<file path="config.mk">
export PLATFORM = sky130hd
export DESIGN_NAME = sdram_burst_latency_select
export DESIGN_NICKNAME = d
export VERILOG_FILES = /design/src/rtl/sdram_bls_pkg.sv /design/src/rtl/wdata_fifo.sv /design/src/rtl/sdram_burst_latency_select.sv
export SDC_FILE = /design/constraint.sdc
export NUM_CORES = 1
export LEC_CHECK = 0
export BUFFER_PORTS_ARGS = -buffer_cell sky130_fd_sc_hd__buf_2
export CORE_ASPECT_RATIO = 0.9
export CORE_MARGIN = 8
export CORE_UTILIZATION = 30
export DETAILED_ROUTE_END_ITERATION = 16
export HOLD_SLACK_MARGIN = 0.12
export PLACE_DENSITY = 0.59
export SYNTH_ARGS = -nofsm -noshare
export SYNTH_HDL_FRONTEND = slang
export SYNTH_SLANG_ARGS = --single-unit
</file>
<file path="constraint.sdc">
create_clock -name I_MCLK -period 4.84 [get_ports I_MCLK]
set_input_delay 0.968 -clock I_MCLK [delete_from_list [all_inputs] [get_ports I_MCLK]]
set_output_delay 0.968 -clock I_MCLK [all_outputs]
set_load 0.1 [all_outputs]
</file>
<file path="src/rtl/sdram_bls_pkg.sv">
// Purpose: Shared constants for the burst and latency select block.
// Assumes: 32-bit APB data, one aligned word per register.
// Notes:   Field positions index the configuration and status words.
package sdram_bls_pkg;
   localparam int         ADDR_W         = 8;
   localparam int         LAT_W          = 5;
   localparam int         SUM_W          = 7;
   localparam int         CAL_W          = 3;
   localparam int         PL_W           = 3;
   localparam logic [7:0] OFF_CONFIG     = 8'h00;
   localparam logic [7:0] OFF_STATUS     = 8'h04;
   localparam int         CFG_BURST_LSB  = 0;
   localparam int         CFG_PARITY_BIT = 2;
   localparam int         CFG_DLL_BIT    = 3;
   localparam int         CFG_CL_LSB     = 4;
   localparam int         CFG_CWL_LSB    = 9;
   localparam int         CFG_AL_LSB     = 14;
   localparam int         CFG_CAL_LSB    = 19;
   localparam int         CFG_PL_LSB     = 22;
   localparam int         STS_BUSY       = 0;
   localparam int         STS_CHOP       = 1;
   localparam int         STS_DLL        = 2;
   localparam int         STS_REFUSED    = 3;
   localparam int         STS_OVERFLOW   = 4;
   localparam int         STS_LAT_LSB    = 8;
   localparam logic [1:0] RST_BURST      = 2'h0;
   localparam logic [4:0] RST_CL         = 5'h0B;
   localparam logic [4:0] RST_CWL        = 5'h09;
   localparam logic [4:0] RST_AL         = 5'h00;
   localparam logic [2:0] RST_PL         = 3'h4;
   localparam logic [2:0] RST_CAL        = 3'h0;
   localparam logic [1:0] BURST_FIXED8   = 2'h0;
   localparam logic [1:0] BURST_OTF      = 2'h1;
   localparam logic [1:0] BURST_FIXED4   = 2'h2;
   localparam logic [1:0] CMD_READ       = 2'h1;
   localparam logic [1:0] CMD_WRITE      = 2'h2;
   localparam logic [3:0] BEATS_EIGHT    = 4'h8;
   localparam logic [3:0] BEATS_FOUR     = 4'h4;
   typedef enum {PH_IDLE, PH_WAIT, PH_BURST} phase_t;
endpackage

</file>
<file path="src/rtl/wdata_fifo.sv">
// Purpose: Write data buffer with valid and ready on both sides.
// Assumes: One clock, asynchronous active-high reset.
// Notes:   Full and empty are registered flags.
`timescale 1ns/1ns
module wdata_fifo #(
   parameter int WIDTH = 8,
   parameter int DEPTH = 8
) (
   input  wire logic             i_clk,
   input  wire logic             i_rst,
   input  wire logic [WIDTH-1:0] i_data,
   input  wire logic             i_valid,
   output logic                  o_ready,
   output logic [WIDTH-1:0]      o_data,
   output logic                  o_valid,
   input  wire logic             i_ready
);
   localparam int AW = $clog2(DEPTH);
   logic [WIDTH-1:0] mem [DEPTH];
   logic [AW-1:0]    wr_ptr;
   logic [AW-1:0]    rd_ptr;
   logic [AW:0]      count;
   logic             push;
   logic             pop;

   assign push    = i_valid & o_ready;
   assign pop     = o_valid & i_ready;
   assign o_data  = mem[rd_ptr];

   always_ff @(posedge i_clk) begin
      if (push) begin
         mem[wr_ptr] <= i_data;
      end
   end

   always_ff @(posedge i_clk or posedge i_rst) begin
      if (i_rst) begin
         wr_ptr  <= '0;
         rd_ptr  <= '0;
         count   <= '0;
         o_ready <= 1'b1;
         o_valid <= 1'b0;
      end else begin
         if (push) begin
            wr_ptr <= (wr_ptr == AW'(DEPTH - 1)) ? '0 : wr_ptr + 1'b1;
         end
         if (pop) begin
            rd_ptr <= (rd_ptr == AW'(DEPTH - 1)) ? '0 : rd_ptr + 1'b1;
         end
         if (push && !pop) begin
            count   <= count + 1'b1;
            o_ready <= (count != (AW+1)'(DEPTH - 1));
            o_valid <= 1'b1;
         end else if (pop && !push) begin
            count   <= count - 1'b1;
            o_ready <= 1'b1;
            o_valid <= (count != (AW+1)'(1));
         end
      end
   end
endmodule

</file>
<file path="src/rtl/sdram_burst_latency_select.sv">
// Purpose: Decode column commands into burst length and read or write latency.
// Assumes: Link pins are asynchronous to I_MCLK and are synchronised here.
// Notes:   One column command is tracked at a time; others that arrive while busy are dropped.
`timescale 1ns/1ns
// Behaviour
// Read latency adds parity latency when enabled.
// Write latency adds parity latency when enabled.
// Eight beats for field 00, or 01 with select high.
// Field 01 with select low chops to four.
// Field 10 chops every command to four.
// Termination timing ignores command latency mode.
// Writes only honoured with DLL enabled and locked.
// Controller trains input capture or uses worst window.
// With command latency, sample command after programmed clocks.
module sdram_burst_latency_select #(
   parameter int FIFO_DEPTH = 8
) (
   input  wire logic        I_MCLK,
   input  wire logic        I_RST,
   input  wire logic [7:0]  I_PADDR,
   input  wire logic        I_PSEL,
   input  wire logic        I_PENABLE,
   input  wire logic        I_PWRITE,
   input  wire logic [31:0] I_PWDATA,
   output logic [31:0]      O_PRDATA,
   output logic             O_PREADY,
   output logic             O_PSLVERR,
   input  wire logic        I_LINK_CK,
   input  wire logic        I_CS_N,
   input  wire logic [1:0]  I_CMD,
   input  wire logic        I_BURST_CHOP_SELECT_BIT,
   input  wire logic        I_ON_DIE_TERMINATION,
   input  wire logic        I_DQS,
   input  wire logic [7:0]  I_DQ,
   input  wire logic        I_DLL_LOCKED,
   output logic             O_ON_DIE_TERMINATION,
   output logic             O_RD_ACTIVE,
   output logic             O_RD_CHOP,
   output logic [7:0]       O_WDATA,
   output logic             O_WDATA_VALID,
   input  wire logic        I_WDATA_READY,
   output logic             O_WBUF_READY
);
   // ------------------------------------------------------------------
   // Pin synchronisers and link clock edge detection
   // ------------------------------------------------------------------
   logic [16:0] sync1;
   logic [16:0] sync2;
   logic        ck_d;
   logic        dqs_d;
   logic        ck_rise;
   logic        dqs_edge;
   logic        s_ck;
   logic        s_cs_n;
   logic [1:0]  s_cmd;
   logic        s_bcs;
   logic        s_odt;
   logic        s_dqs;
   logic        s_dll;
   logic [7:0]  s_dq;

   always_ff @(posedge I_MCLK or posedge I_RST) begin
      if (I_RST) begin
         sync1 <= 17'h00002;
         sync2 <= 17'h00002;
         ck_d  <= 1'b0;
         dqs_d <= 1'b0;
      end else begin
         sync1 <= {I_LINK_CK, I_CMD, I_BURST_CHOP_SELECT_BIT, I_ON_DIE_TERMINATION,
                   I_DQS, I_DLL_LOCKED, I_DQ, I_CS_N, 1'b0};
         sync2 <= sync1;
         ck_d  <= s_ck;
         dqs_d <= s_dqs;
      end
   end

   assign {s_ck, s_cmd, s_bcs, s_odt, s_dqs, s_dll, s_dq, s_cs_n} = sync2[16:1];
   assign ck_rise  = s_ck & ~ck_d;
   assign dqs_edge = s_dqs ^ dqs_d;

   // ------------------------------------------------------------------
   // Configuration register
   // ------------------------------------------------------------------
   logic [1:0]  cfg_burst;
   logic        cfg_parity;
   logic        cfg_dll;
   logic [4:0]  cfg_cl;
   logic [4:0]  cfg_cwl;
   logic [4:0]  cfg_al;
   logic [2:0]  cfg_cal;
   logic [2:0]  cfg_pl;
   logic        apb_access;
   logic        apb_write;
   logic        addr_ok;
   logic        refused;
   logic        overflow;
   logic [31:0] status_word;
   logic [31:0] config_word;

   assign apb_access = I_PSEL & I_PENABLE & ~O_PREADY;
   assign apb_write  = I_PSEL & I_PENABLE & O_PREADY & I_PWRITE;
   assign addr_ok    = (I_PADDR == sdram_bls_pkg::OFF_CONFIG) |
                       (I_PADDR == sdram_bls_pkg::OFF_STATUS);

   always_ff @(posedge I_MCLK or posedge I_RST) begin
      if (I_RST) begin
         cfg_burst  <= sdram_bls_pkg::RST_BURST;
         cfg_parity <= 1'b0;
         cfg_dll    <= 1'b0;
         cfg_cl     <= sdram_bls_pkg::RST_CL;
         cfg_cwl    <= sdram_bls_pkg::RST_CWL;
         cfg_al     <= sdram_bls_pkg::RST_AL;
         cfg_cal    <= sdram_bls_pkg::RST_CAL;
         cfg_pl     <= sdram_bls_pkg::RST_PL;
      end else if (apb_write && I_PADDR == sdram_bls_pkg::OFF_CONFIG) begin
         cfg_burst  <= I_PWDATA[sdram_bls_pkg::CFG_BURST_LSB +: 2];
         cfg_parity <= I_PWDATA[sdram_bls_pkg::CFG_PARITY_BIT];
         cfg_dll    <= I_PWDATA[sdram_bls_pkg::CFG_DLL_BIT];
         cfg_cl     <= I_PWDATA[sdram_bls_pkg::CFG_CL_LSB +: 5];
         cfg_cwl    <= I_PWDATA[sdram_bls_pkg::CFG_CWL_LSB +: 5];
         cfg_al     <= I_PWDATA[sdram_bls_pkg::CFG_AL_LSB +: 5];
         cfg_cal    <= I_PWDATA[sdram_bls_pkg::CFG_CAL_LSB +: 3];
         cfg_pl     <= I_PWDATA[sdram_bls_pkg::CFG_PL_LSB +: 3];
      end
   end

   // ------------------------------------------------------------------
   // APB answer: ready one cycle into the access phase
   // ------------------------------------------------------------------
   always_ff @(posedge I_MCLK or posedge I_RST) begin
      if (I_RST) begin
         O_PREADY  <= 1'b0;
         O_PSLVERR <= 1'b0;
         O_PRDATA  <= 32'h00000000;
      end else begin
         O_PREADY  <= apb_access;
         O_PSLVERR <= apb_access & ~addr_ok;
         if (apb_access && !I_PWRITE && I_PADDR == sdram_bls_pkg::OFF_CONFIG) begin
            O_PRDATA <= config_word;
         end else if (apb_access && !I_PWRITE && I_PADDR == sdram_bls_pkg::OFF_STATUS) begin
            O_PRDATA <= status_word;
         end else begin
            O_PRDATA <= 32'h00000000;
         end
      end
   end

   assign config_word = {7'h00, cfg_pl, cfg_cal, cfg_al, cfg_cwl, cfg_cl,
                         cfg_dll, cfg_parity, cfg_burst};

   // ------------------------------------------------------------------
   // Command sampling, burst decode and latency selection
   // ------------------------------------------------------------------
   sdram_bls_pkg::phase_t phase;
   logic [2:0]  cal_cnt;
   logic        cmd_sample;
   logic        cmd_rw;
   logic        cmd_is_write;
   logic        cmd_take;
   logic        write_refuse;
   logic        next_chop;
   logic [6:0]  next_rd_lat;
   logic [6:0]  next_wr_lat;
   logic [6:0]  lat_cnt;
   logic [6:0]  last_lat;
   logic [3:0]  beats;
   logic [3:0]  burst_cnt;
   logic [3:0]  beat_cnt;
   logic        is_write;
   logic        chop;
   logic [2:0]  added_pl;

   // With command latency the command is taken cfg_cal link clocks after the select edge.
   assign cmd_sample = ck_rise & ((cfg_cal == 3'h0) ? ~s_cs_n : (cal_cnt == 3'h1));
   assign cmd_rw       = cmd_sample & ((s_cmd == sdram_bls_pkg::CMD_READ) |
                                       (s_cmd == sdram_bls_pkg::CMD_WRITE));
   assign cmd_is_write = (s_cmd == sdram_bls_pkg::CMD_WRITE);
   assign write_refuse = cmd_rw & cmd_is_write & ~(cfg_dll & s_dll);
   assign cmd_take     = cmd_rw & ~write_refuse & (phase == sdram_bls_pkg::PH_IDLE);

   assign next_chop = (cfg_burst == sdram_bls_pkg::BURST_FIXED4) |
                      ((cfg_burst == sdram_bls_pkg::BURST_OTF) & ~s_bcs);
   assign added_pl    = cfg_parity ? cfg_pl : 3'h0;
   assign next_rd_lat = 7'(cfg_cl) + 7'(cfg_al) + 7'(added_pl);
   assign next_wr_lat = 7'(cfg_cwl) + 7'(cfg_al) + 7'(added_pl);

   always_ff @(posedge I_MCLK or posedge I_RST) begin
      if (I_RST) begin
         cal_cnt <= 3'h0;
      end else if (ck_rise && cal_cnt != 3'h0) begin
         cal_cnt <= cal_cnt - 3'h1;
      end else if (ck_rise && cfg_cal != 3'h0 && !s_cs_n) begin
         cal_cnt <= cfg_cal;
      end
   end

   always_ff @(posedge I_MCLK or posedge I_RST) begin
      if (I_RST) begin
         phase     <= sdram_bls_pkg::PH_IDLE;
         lat_cnt   <= 7'h00;
         last_lat  <= 7'h00;
         beats     <= sdram_bls_pkg::BEATS_EIGHT;
         burst_cnt <= 4'h0;
         is_write  <= 1'b0;
         chop      <= 1'b0;
      end else begin
         case (phase)
            sdram_bls_pkg::PH_IDLE: begin
               if (cmd_take) begin
                  is_write <= cmd_is_write;
                  chop     <= next_chop;
                  beats    <= next_chop ? sdram_bls_pkg::BEATS_FOUR
                                        : sdram_bls_pkg::BEATS_EIGHT;
                  lat_cnt  <= cmd_is_write ? next_wr_lat : next_rd_lat;
                  last_lat <= cmd_is_write ? next_wr_lat : next_rd_lat;
                  phase    <= sdram_bls_pkg::PH_WAIT;
               end
            end
            sdram_bls_pkg::PH_WAIT: begin
               if (ck_rise) begin
                  if (lat_cnt <= 7'h01) begin
                     burst_cnt <= {1'b0, beats[3:1]};
                     phase     <= sdram_bls_pkg::PH_BURST;
                  end else begin
                     lat_cnt <= lat_cnt - 7'h01;
                  end
               end
            end
            sdram_bls_pkg::PH_BURST: begin
               if (ck_rise) begin
                  if (burst_cnt <= 4'h1) begin
                     phase <= sdram_bls_pkg::PH_IDLE;
                  end
                  burst_cnt <= burst_cnt - 4'h1;
               end
            end
            default: begin
               phase <= sdram_bls_pkg::PH_IDLE;
            end
         endcase
      end
   end

   // ------------------------------------------------------------------
   // Termination follows the pin directly, whatever the command latency
   // ------------------------------------------------------------------
   always_ff @(posedge I_MCLK or posedge I_RST) begin
      if (I_RST) begin
         O_ON_DIE_TERMINATION <= 1'b0;
      end else if (ck_rise) begin
         O_ON_DIE_TERMINATION <= s_odt;
      end
   end

   always_ff @(posedge I_MCLK or posedge I_RST) begin
      if (I_RST) begin
         O_RD_ACTIVE <= 1'b0;
         O_RD_CHOP   <= 1'b0;
      end else begin
         O_RD_ACTIVE <= (phase == sdram_bls_pkg::PH_BURST) & ~is_write;
         O_RD_CHOP   <= chop;
      end
   end

   // ------------------------------------------------------------------
   // Write data capture into the buffer
   // ------------------------------------------------------------------
   logic       push;
   logic       buf_ready;
   logic [7:0] buf_data;
   logic       buf_valid;
   logic       buf_pop_ready;

   assign push = dqs_edge & is_write & (phase == sdram_bls_pkg::PH_BURST) &
                 (beat_cnt < beats);

   always_ff @(posedge I_MCLK or posedge I_RST) begin
      if (I_RST) begin
         beat_cnt <= 4'h0;
      end else if (cmd_take) begin
         beat_cnt <= 4'h0;
      end else if (push) begin
         beat_cnt <= beat_cnt + 4'h1;
      end
   end

   wdata_fifo #(.WIDTH(8), .DEPTH(FIFO_DEPTH)) u_wbuf (
      .i_clk   (I_MCLK),
      .i_rst   (I_RST),
      .i_data  (s_dq),
      .i_valid (push),
      .o_ready (buf_ready),
      .o_data  (buf_data),
      .o_valid (buf_valid),
      .i_ready (buf_pop_ready)
   );

   assign buf_pop_ready = ~O_WDATA_VALID | I_WDATA_READY;

   always_ff @(posedge I_MCLK or posedge I_RST) begin
      if (I_RST) begin
         O_WDATA       <= 8'h00;
         O_WDATA_VALID <= 1'b0;
         O_WBUF_READY  <= 1'b1;
      end else begin
         O_WBUF_READY <= buf_ready;
         if (buf_pop_ready) begin
            O_WDATA       <= buf_data;
            O_WDATA_VALID <= buf_valid;
         end
      end
   end

   // ------------------------------------------------------------------
   // Status: sticky flags, write one to clear, a new event wins
   // ------------------------------------------------------------------
   logic clr_hit;
   assign clr_hit = apb_write & (I_PADDR == sdram_bls_pkg::OFF_STATUS);

   always_ff @(posedge I_MCLK or posedge I_RST) begin
      if (I_RST) begin
         refused  <= 1'b0;
         overflow <= 1'b0;
      end else begin
         if (write_refuse) begin
            refused <= 1'b1;
         end else if (clr_hit && I_PWDATA[sdram_bls_pkg::STS_REFUSED]) begin
            refused <= 1'b0;
         end
         if (push && !buf_ready) begin
            overflow <= 1'b1;
         end else if (clr_hit && I_PWDATA[sdram_bls_pkg::STS_OVERFLOW]) begin
            overflow <= 1'b0;
         end
      end
   end

   assign status_word = {17'h00000, last_lat, 3'h0, overflow, refused, s_dll, chop,
                         (phase != sdram_bls_pkg::PH_IDLE)};
endmodule

</file>
# Yosys cells after proc, flatten, opt, wreduce, memory -nomap -nowiden
# Memories as Yosys holds them, arrays and structs flattened. A register that Yosys moved wholly into a read port is not among the register bits.
# Index checks and enable logic that the tools add are counted.
[totals] regBits=175 ram_bits=64 inputBits=62 output_inout_bits=47 wordCells=179 memories=1
[mem_list] memory="u_wbuf.mem" depth=8 width=8 rd=1 rd_ports_with_merged_regs=1 write_ports=1 line="wdata_fifo.sv:19" rtl="logic [WIDTH-1:0] mem [DEPTH];"
[classes] addsub=12 n_lt_le_gt_ge=3 eq_ne=19 muxes=38 n_bitwise=35 reduce_logical=35
[op_table] operator="32-bit two-way mux" count=5
[op_table] operator="32-bit case mux with 3 select lines" count=1
[op_table] operator="32-bit zero test" count=2
[op_table] operator="32-bit by 1-bit == test with 1-bit output, second input constant" count=1
[op_table] operator="32-bit by 2-bit == test with 1-bit output, second input constant" count=1
[op_table] operator="32-bit by 3-bit == test with 1-bit output, second input constant" count=1
[op_table] operator="4-bit two-way mux" count=8
[op_table] operator="32-bit nonzero test" count=1
[op_table] operator="7-bit two-way mux" count=4
[op_table] operator="25-bit two-way mux" count=1
[op_table] operator="1-bit AND" count=21
[op_table] operator="15-bit two-way mux" count=1
[op_table] operator="3-bit two-way mux" count=5
[op_table] operator="6-bit by 3-bit adder with 7-bit output" count=2
[op_table] operator="7-bit case mux with 2 select lines" count=1
[op_table] operator="2-bit nonzero test" count=7
[op_table] operator="5-bit by 5-bit adder with 6-bit output" count=2
[op_table] operator="1-bit logical AND" count=12
[op_table] operator="2-bit != test, second input constant" count=6
[op_table] operator="1-bit two-way mux" count=11
[op_table] operator="1-bit NOT" count=9
[op_table] operator="4-bit by 1-bit adder with 4-bit output, second input constant" count=2
[op_table] operator="8-bit by 3-bit == test with 1-bit output, second input constant" count=1
[op_table] operator="8-bit zero test" count=1
[op_table] operator="22 further kinds" count=36

# Longest topological paths before layout
[logic_depth] word_depth=11 mapped_depth=12

# By module
# Synthesis repeated with hierarchy kept, for this count alone.
[unflattened] hier_cells=610 area_unflattened_um2=8789.7
[by_module_without_submodules] mod="sdram_burst_latency_select" n_inst=1 cells_per_inst=449 area_each_um2=5614.1 seq_area_each_um2=3290.7
[by_module_without_submodules] mod="wdata_fifo" n_inst=1 cells_per_inst=161 area_each_um2=3175.5 seq_area_each_um2=2223.4

# Least setup slack after synthesis
# No wires, ideal clock.
[synth_path] path_kind="reg-to-reg" from="register O_WDATA_VALID" to="register u_wbuf.o_valid" setup_ns=0.125 arrival_ns=2.525 required_time_ns=4.715 slack_ns=2.190 path_stages_with_launch=7 path_buffers=1 period_less_slack_ns=2.650 path_cell_list="dfrtp_1 nor2b_1 clkbuf_1 nand2b_1 ha_1 or4b_2 mux2_2"
[synth_between] elab_chain_cells=6 word_cells_on_any_way=8 cone_classes="mux: 1; bitwise: 3; reduce/logical: 4"
[synth_lines] item="start, declared" line="sdram_burst_latency_select.sv:40" rtl="output logic O_WDATA_VALID,"
[synth_lines] item="start signal, assigned" line="sdram_burst_latency_select.sv:309" rtl="O_WDATA_VALID <= buf_valid;"
[synth_lines] item="1-bit NOT *" line="sdram_burst_latency_select.sv:298" rtl="assign buf_pop_ready = ~O_WDATA_VALID | I_WDATA_READY;"
[synth_lines] item="1-bit OR *" line="sdram_burst_latency_select.sv:298"
[synth_lines] item="1-bit AND *" line="wdata_fifo.sv:27" rtl="assign pop = o_valid & i_ready;"
[synth_lines] item="1-bit zero test" line="wdata_fifo.sv:50" rtl="if (push && !pop) begin"
[synth_lines] item="1-bit logical AND" line="wdata_fifo.sv:50"
[synth_lines] item="1-bit two-way mux or 2-bit nonzero test (tied branches)"
[synth_lines] item="end signal, assigned" line="wdata_fifo.sv:57" rtl="o_valid <= (count != (AW+1)'(1));"
[synth_lines] item="end, declared" line="wdata_fifo.sv:15" rtl="output logic o_valid,"
# Every way passes the cells marked *; elsewhere a longest branch is shown, timed or not.
# A chain may end at the register's enable or synchronous reset.

# Final worst setup path
[layout_path] from="register phase[0]" to="memory u_wbuf.mem[7][6] (enable)"
[layout_between] elab_chain_cells=6
[layout_lines] item="start, declared" line="sdram_burst_latency_select.sv:154" rtl="sdram_bls_pkg::phase_t phase;"
[layout_lines] item="start signal, assigned" line="sdram_burst_latency_select.sv:199" rtl="phase <= sdram_bls_pkg::PH_IDLE;"
[layout_lines] item="start signal, assigned" line="sdram_burst_latency_select.sv:216" rtl="phase <= sdram_bls_pkg::PH_WAIT;"
[layout_lines] item="start signal, assigned" line="sdram_burst_latency_select.sv:223" rtl="phase <= sdram_bls_pkg::PH_BURST;"
[layout_lines] item="32-bit by 3-bit == test with 1-bit output" line="sdram_burst_latency_select.sv:274" rtl="assign push = dqs_edge & is_write & (phase == sdram_bls_pkg::PH_BURST) &"
[layout_lines] item="1-bit AND (2 in series)" line="sdram_burst_latency_select.sv:274"
[layout_lines] item="1-bit AND" line="wdata_fifo.sv:26" rtl="assign push = i_valid & o_ready;"
[layout_lines] item="via u_wbuf.push" line="wdata_fifo.sv:23" rtl="logic push;"
[layout_lines] item="1-bit two-way mux" line="wdata_fifo.sv:31" rtl="if (push) begin"
[layout_lines] item="1-bit two-way mux (not written as such)" line="wdata_fifo.sv:32" rtl="mem[wr_ptr] <= i_data;"
[layout_lines] item="end, declared" line="wdata_fifo.sv:19"
# The timed path passes the listed nets, and every way through them passes these cells.

==> summary.txt <==
Drt
  • Final Routed Wirelength: 17600 µm
  • Final routed DRC violation total: 0
  • Via density per instance: 4.50
  • DR vias: 5027
  • First-pass DRT Iterations: 4
  • Detail Route Antenna Nets: 0
  • Wire per inst: 15.8 µm
  • DRC violation total after the first TritonRoute iteration: 138

Clock network
  • TritonCTS Sinks: 207
  • CTS buffer count: 24
  • Worst-case clock buffer depth: 3
  • Count of H-tree levels built during CTS: 1
  • Clk root buf: sky130_fd_sc_hd__clkbuf_16
  • Hold-fix buffer count after cts: 0
  • CTS tree: yes
  • Post-CTS setup buffer count: 0
  • Insertion delay to the later sink of the worst-skew pair: 0.51 ns
  • Quantity of gates resized following cts: 0
  • Worst-path clk slew: 0.06 ns

Die
  • Die Span Y: 177 µm
  • Floorplan die width: 195 µm
  • Die area: 34600 µm²
  • Starting Density: 0.303
  • Core Box Area: 28600 µm²
  • Top-level port count: 109
  • Site Rows: 59

STA
  • Max_slew headroom: 0.263
  • Setup repair after global routing missed its margin: no
  • Count of endpoints failing hold in the final timing report: 0
  • Final worst path period need: 2.92 ns
  • Post-Route Setup TNS: 0 ns
  • Final period utilization: 0.604
  • Maximum clock frequency: 342 MHz
  • Setup violation total in the final timing report: 0
  • Final number of max-transition violations: 0
  • Post-route clock skew: 0.0163 ns
  • Slew at the pin closest to its max-slew limit: 1.11 ns

Yosys
  • Mapped cell area: 8670 µm²
  • Number of enable-type register cells in the synthesized netlist: 64
  • Fraction of registers with async set/reset: 0.691
  • Commonest cells post-synth: sky130_fd_sc_hd__dfrtp_1 (132), sky130_fd_sc_hd__edfxtp_1 (64), sky130_fd_sc_hd__nand2_1 (52), sky130_fd_sc_hd__nor2_1 (42), sky130_fd_sc_hd__mux2_2 (34)
  • Most common cell in the synthesized netlist: sky130_fd_sc_hd__dfrtp_1
  • Top cell type by total area after synthesis: sky130_fd_sc_hd__dfrtp_1
  • Area share of fa/ha/maj cells after synthesis: 0.0618
  • Synthesized flop and latch total: 207
  • Largest family of logic cells by synthesized area: multiplexers
  • Avg Inst Size Synth: 13.9 µm²
  • Fraction of synthesized area in multiplexers: 0.104
  • Cell types occupying the most area after synthesis: sky130_fd_sc_hd__dfrtp_1 (38%), sky130_fd_sc_hd__edfxtp_1 (22%), sky130_fd_sc_hd__mux2_2 (4.4%)
  • Post-synth top area share: 0.381
  • Xor/xnor share of the synthesized area: 0.0131
  • Primary flip-flop cell chosen by synthesis mapping: sky130_fd_sc_hd__dfrtp_1
  • Share of the synthesized area in compound gates (AO/OA/AOI/OAI): 0.0576
  • Sequential cell area fraction in the yosys report: 0.636
  • Distinct cell type count of the synthesized netlist: 57
  • Synthesized instance count: 625
  • Area fraction in and, or, nand and nor cells after synthesis: 0.0964
  • Synthesis warning total: 0

Global route
  • GRT Overall Usage: 0.103
  • Grt ovf: 0
  • Gr busiest metal: met2
  • Via count of the first global-routing pass: 5313
  • Largest net degree at the start of global routing: 81
  • Wire length of the first global-routing pass: 28800 µm
  • Antenna violations before repair: 0
  • Global-route met2 utilization: 0.165
  • Met3 Usage GRT: 0.0283
  • Met1 demand-to-capacity share in global routing: 0.135

Place
  • Number of input and output port buffers inserted: 94
  • Global placer's final weighted congestion: 0.765
  • Estimated wirelength of the detail-placed design: 12100 µm
  • Standard cell area after detailed placement: 9550 µm²

Pwr
  • Leakage dissipation: 0.00463 µW
  • Power per standard cell area: 503 nW/µm²
  • Tot Pwr: 5230 µW
  • Worst IR drop on VDD: 297 µV

Job
  • Max-cap violations: 0

Setup path
  • Critical Path RT: 4.96 ns
  • Worst-path maximum fanout: 10
  • Cell chain of the critical path: nand2b_1 -> nor3b_1 -> and3_1 -> nand2_2 -> inv_1 -> nand2_1 -> nor2_1
  • Largest stage delay on the critical path: 0.71 ns
  • Top Family by Delay on Critical Path: simple AND/OR/NAND/NOR gates
  • Worst setup path class: flip-flop to flip-flop
  • Sort of element at the end of the critical path: flip-flop
  • Slowest CP cell: sky130_fd_sc_hd__nor2_1
  • Data arrival, critical path: 3.04 ns
  • Critical Path Start Type: flip-flop
  • Crit path buffers/inverters: 1

Final layout
  • Post-route cell area: 10400 µm²
  • Number of nets in the layout: 831
  • Share of post-route cells with drive strength above 1: 0.288
  • Syn-to-layout area delta: 20.0%
  • Fill cell instance count of the final layout: 2834
  • Sequential cell area: 5510 µm²
  • Total area of multi-input combinational cells: 2930 µm²

Hold path
  • Worst min-delay path class: flip-flop to flip-flop

Outcome
  • Status: complete, no violations
-- power by group --
part | internal, µW | switching [µW] | total (µW)
clock network | 1180 | 696 | 1870
registers | 2000 | 225 | 2220
logic | 418 | 716 | 1130
total | 3590 | 1640 | 5230
-- final timing paths --
kind	startpoint	endpoint	slack, ns	depth (start not counted)
min reg2reg	sync1[16]$_DFF_PP0_	sync2[16]$_DFF_PP0_	0.35	0
min	sync1[16]$_DFF_PP0_	sync2[16]$_DFF_PP0_	0.35	0
max reg2reg	phase[0]$_DFFE_PP0P_	u_wbuf.mem[7][6]$_DFFE_PP_	1.92	7
max	phase[0]$_DFFE_PP0P_	u_wbuf.mem[7][6]$_DFFE_PP_	1.92	7
max in group asynchronous	I_RST	cfg_cwl[3]$_DFFE_PP1P_	3.26	3
min in group asynchronous	I_RST	u_wbuf.count[0]$_DFFE_PP0P_	0.61	2
-- logic make-up after synthesis --
kind of cell / Yosys count
xor gates and xnor gates: 13
DFF: 207
adders and majority gates: 38
muxes: 66
and+or+nand+nor: 163
buffers and inverters: 57
AOI/OAI and AO/OA: 80
other: 1
-- through the flow --
| step | setup WS [ns] | std cells | utilization | hold WS (ns) |
|---|---|---|---|---|
| floorplan | 0.0523 | 631 | - | 0.331 |
| global placement | 1.79 | 1071 | 0.333 | 0.333 |
| detailed placement | 1.79 | 1071 | 0.333 | 0.335 |
| CTS | 1.86 | 1115 | 0.363 | 0.348 |
| global route | 1.64 | 1115 | 0.363 | 0.355 |
| finish | 1.92 | 1116 | 0.363 | 0.345 |
-- worst register-to-register path, stage by stage (launching register included) --
cell                       delay, ns
sky130_fd_sc_hd__dfrtp_1        0.41
sky130_fd_sc_hd__nand2b_1       0.31
sky130_fd_sc_hd__nor3b_1        0.27
sky130_fd_sc_hd__and3_1         0.36
sky130_fd_sc_hd__nand2_2        0.21
sky130_fd_sc_hd__inv_1          0.14
sky130_fd_sc_hd__nand2_1        0.11
sky130_fd_sc_hd__nor2_1         0.71
-- area by class of cell --
class | count | area share
antenna | 1 | 0.000241
clock buffer | 37 | 0.0722
clock inverter | 7 | 0.00974
inverter | 29 | 0.0109
multi-input combinational | 367 | 0.282
sequential | 207 | 0.530
tap | 366 | 0.0440
timing repair buffer | 102 | 0.0510
-- per-layer routing --
metal / share of wire / vias up
met5: 0 / -
met4: 0.022 / 0
met3: 0.055 / 32
met2: 0.46 / 105
met1: 0.46 / 2474
li1: - / 2416
-- registers in the layout (all words and copies together) (netlist names), 4 cells and up --
register and flops:
beat_cnt 4, O_PRDATA 25, sync2 16, u_wbuf.count 4, last_lat 7, cfg_cwl 5, u_wbuf.mem 64, O_WDATA 8
burst_cnt 4, cfg_cl 5, sync1 16, lat_cnt 7, cfg_al 5
-- placed cells by master, fill, tap and decap left out, types with 2 or more instances in the layout --
| cell type | netlist | layout |
|---|---|---|
| sky130_fd_sc_hd__a21o_1 | 3 | 3 |
| sky130_fd_sc_hd__a21oi_1 | 21 | 21 |
| sky130_fd_sc_hd__a22o_1 | 13 | 13 |
| sky130_fd_sc_hd__and2_1 | 15 | 15 |
| sky130_fd_sc_hd__buf_2 | 6 | 94 |
| sky130_fd_sc_hd__buf_4 | 9 | 8 |
| sky130_fd_sc_hd__bufinv_16 | 0 | 2 |
| sky130_fd_sc_hd__clkbuf_1 | 10 | 4 |
| sky130_fd_sc_hd__clkbuf_16 | 0 | 25 |
| sky130_fd_sc_hd__clkbuf_8 | 0 | 8 |
| sky130_fd_sc_hd__clkinv_4 | 0 | 2 |
| sky130_fd_sc_hd__conb_1 | 1 | 7 |
| sky130_fd_sc_hd__dfrtp_1 | 132 | 132 |
| sky130_fd_sc_hd__dfstp_2 | 11 | 11 |
| sky130_fd_sc_hd__edfxtp_1 | 64 | 64 |
| sky130_fd_sc_hd__fa_1 | 8 | 8 |
| sky130_fd_sc_hd__ha_1 | 30 | 30 |
| sky130_fd_sc_hd__inv_1 | 29 | 28 |
| sky130_fd_sc_hd__mux2_2 | 34 | 34 |
| sky130_fd_sc_hd__mux2i_1 | 16 | 16 |
| sky130_fd_sc_hd__mux4_2 | 16 | 16 |
| sky130_fd_sc_hd__nand2_1 | 52 | 52 |
| sky130_fd_sc_hd__nand2b_1 | 12 | 12 |
| sky130_fd_sc_hd__nand3b_1 | 2 | 2 |
| sky130_fd_sc_hd__nand4_1 | 3 | 3 |
| sky130_fd_sc_hd__nor2_1 | 42 | 42 |
| sky130_fd_sc_hd__nor2b_1 | 3 | 3 |
| sky130_fd_sc_hd__nor3_1 | 14 | 12 |
| sky130_fd_sc_hd__nor3_2 | 1 | 3 |
| sky130_fd_sc_hd__nor3b_1 | 2 | 2 |
| sky130_fd_sc_hd__nor4_1 | 5 | 4 |
| sky130_fd_sc_hd__nor4_2 | 1 | 2 |
| sky130_fd_sc_hd__nor4b_4 | 2 | 2 |
| sky130_fd_sc_hd__o21ai_0 | 20 | 20 |
| sky130_fd_sc_hd__o21ai_1 | 8 | 8 |
| sky130_fd_sc_hd__o21bai_1 | 2 | 2 |
| sky130_fd_sc_hd__o22ai_1 | 2 | 2 |
| sky130_fd_sc_hd__xnor2_1 | 3 | 3 |
| sky130_fd_sc_hd__xor2_1 | 10 | 10 |
(Power assumes the default switching activity.)
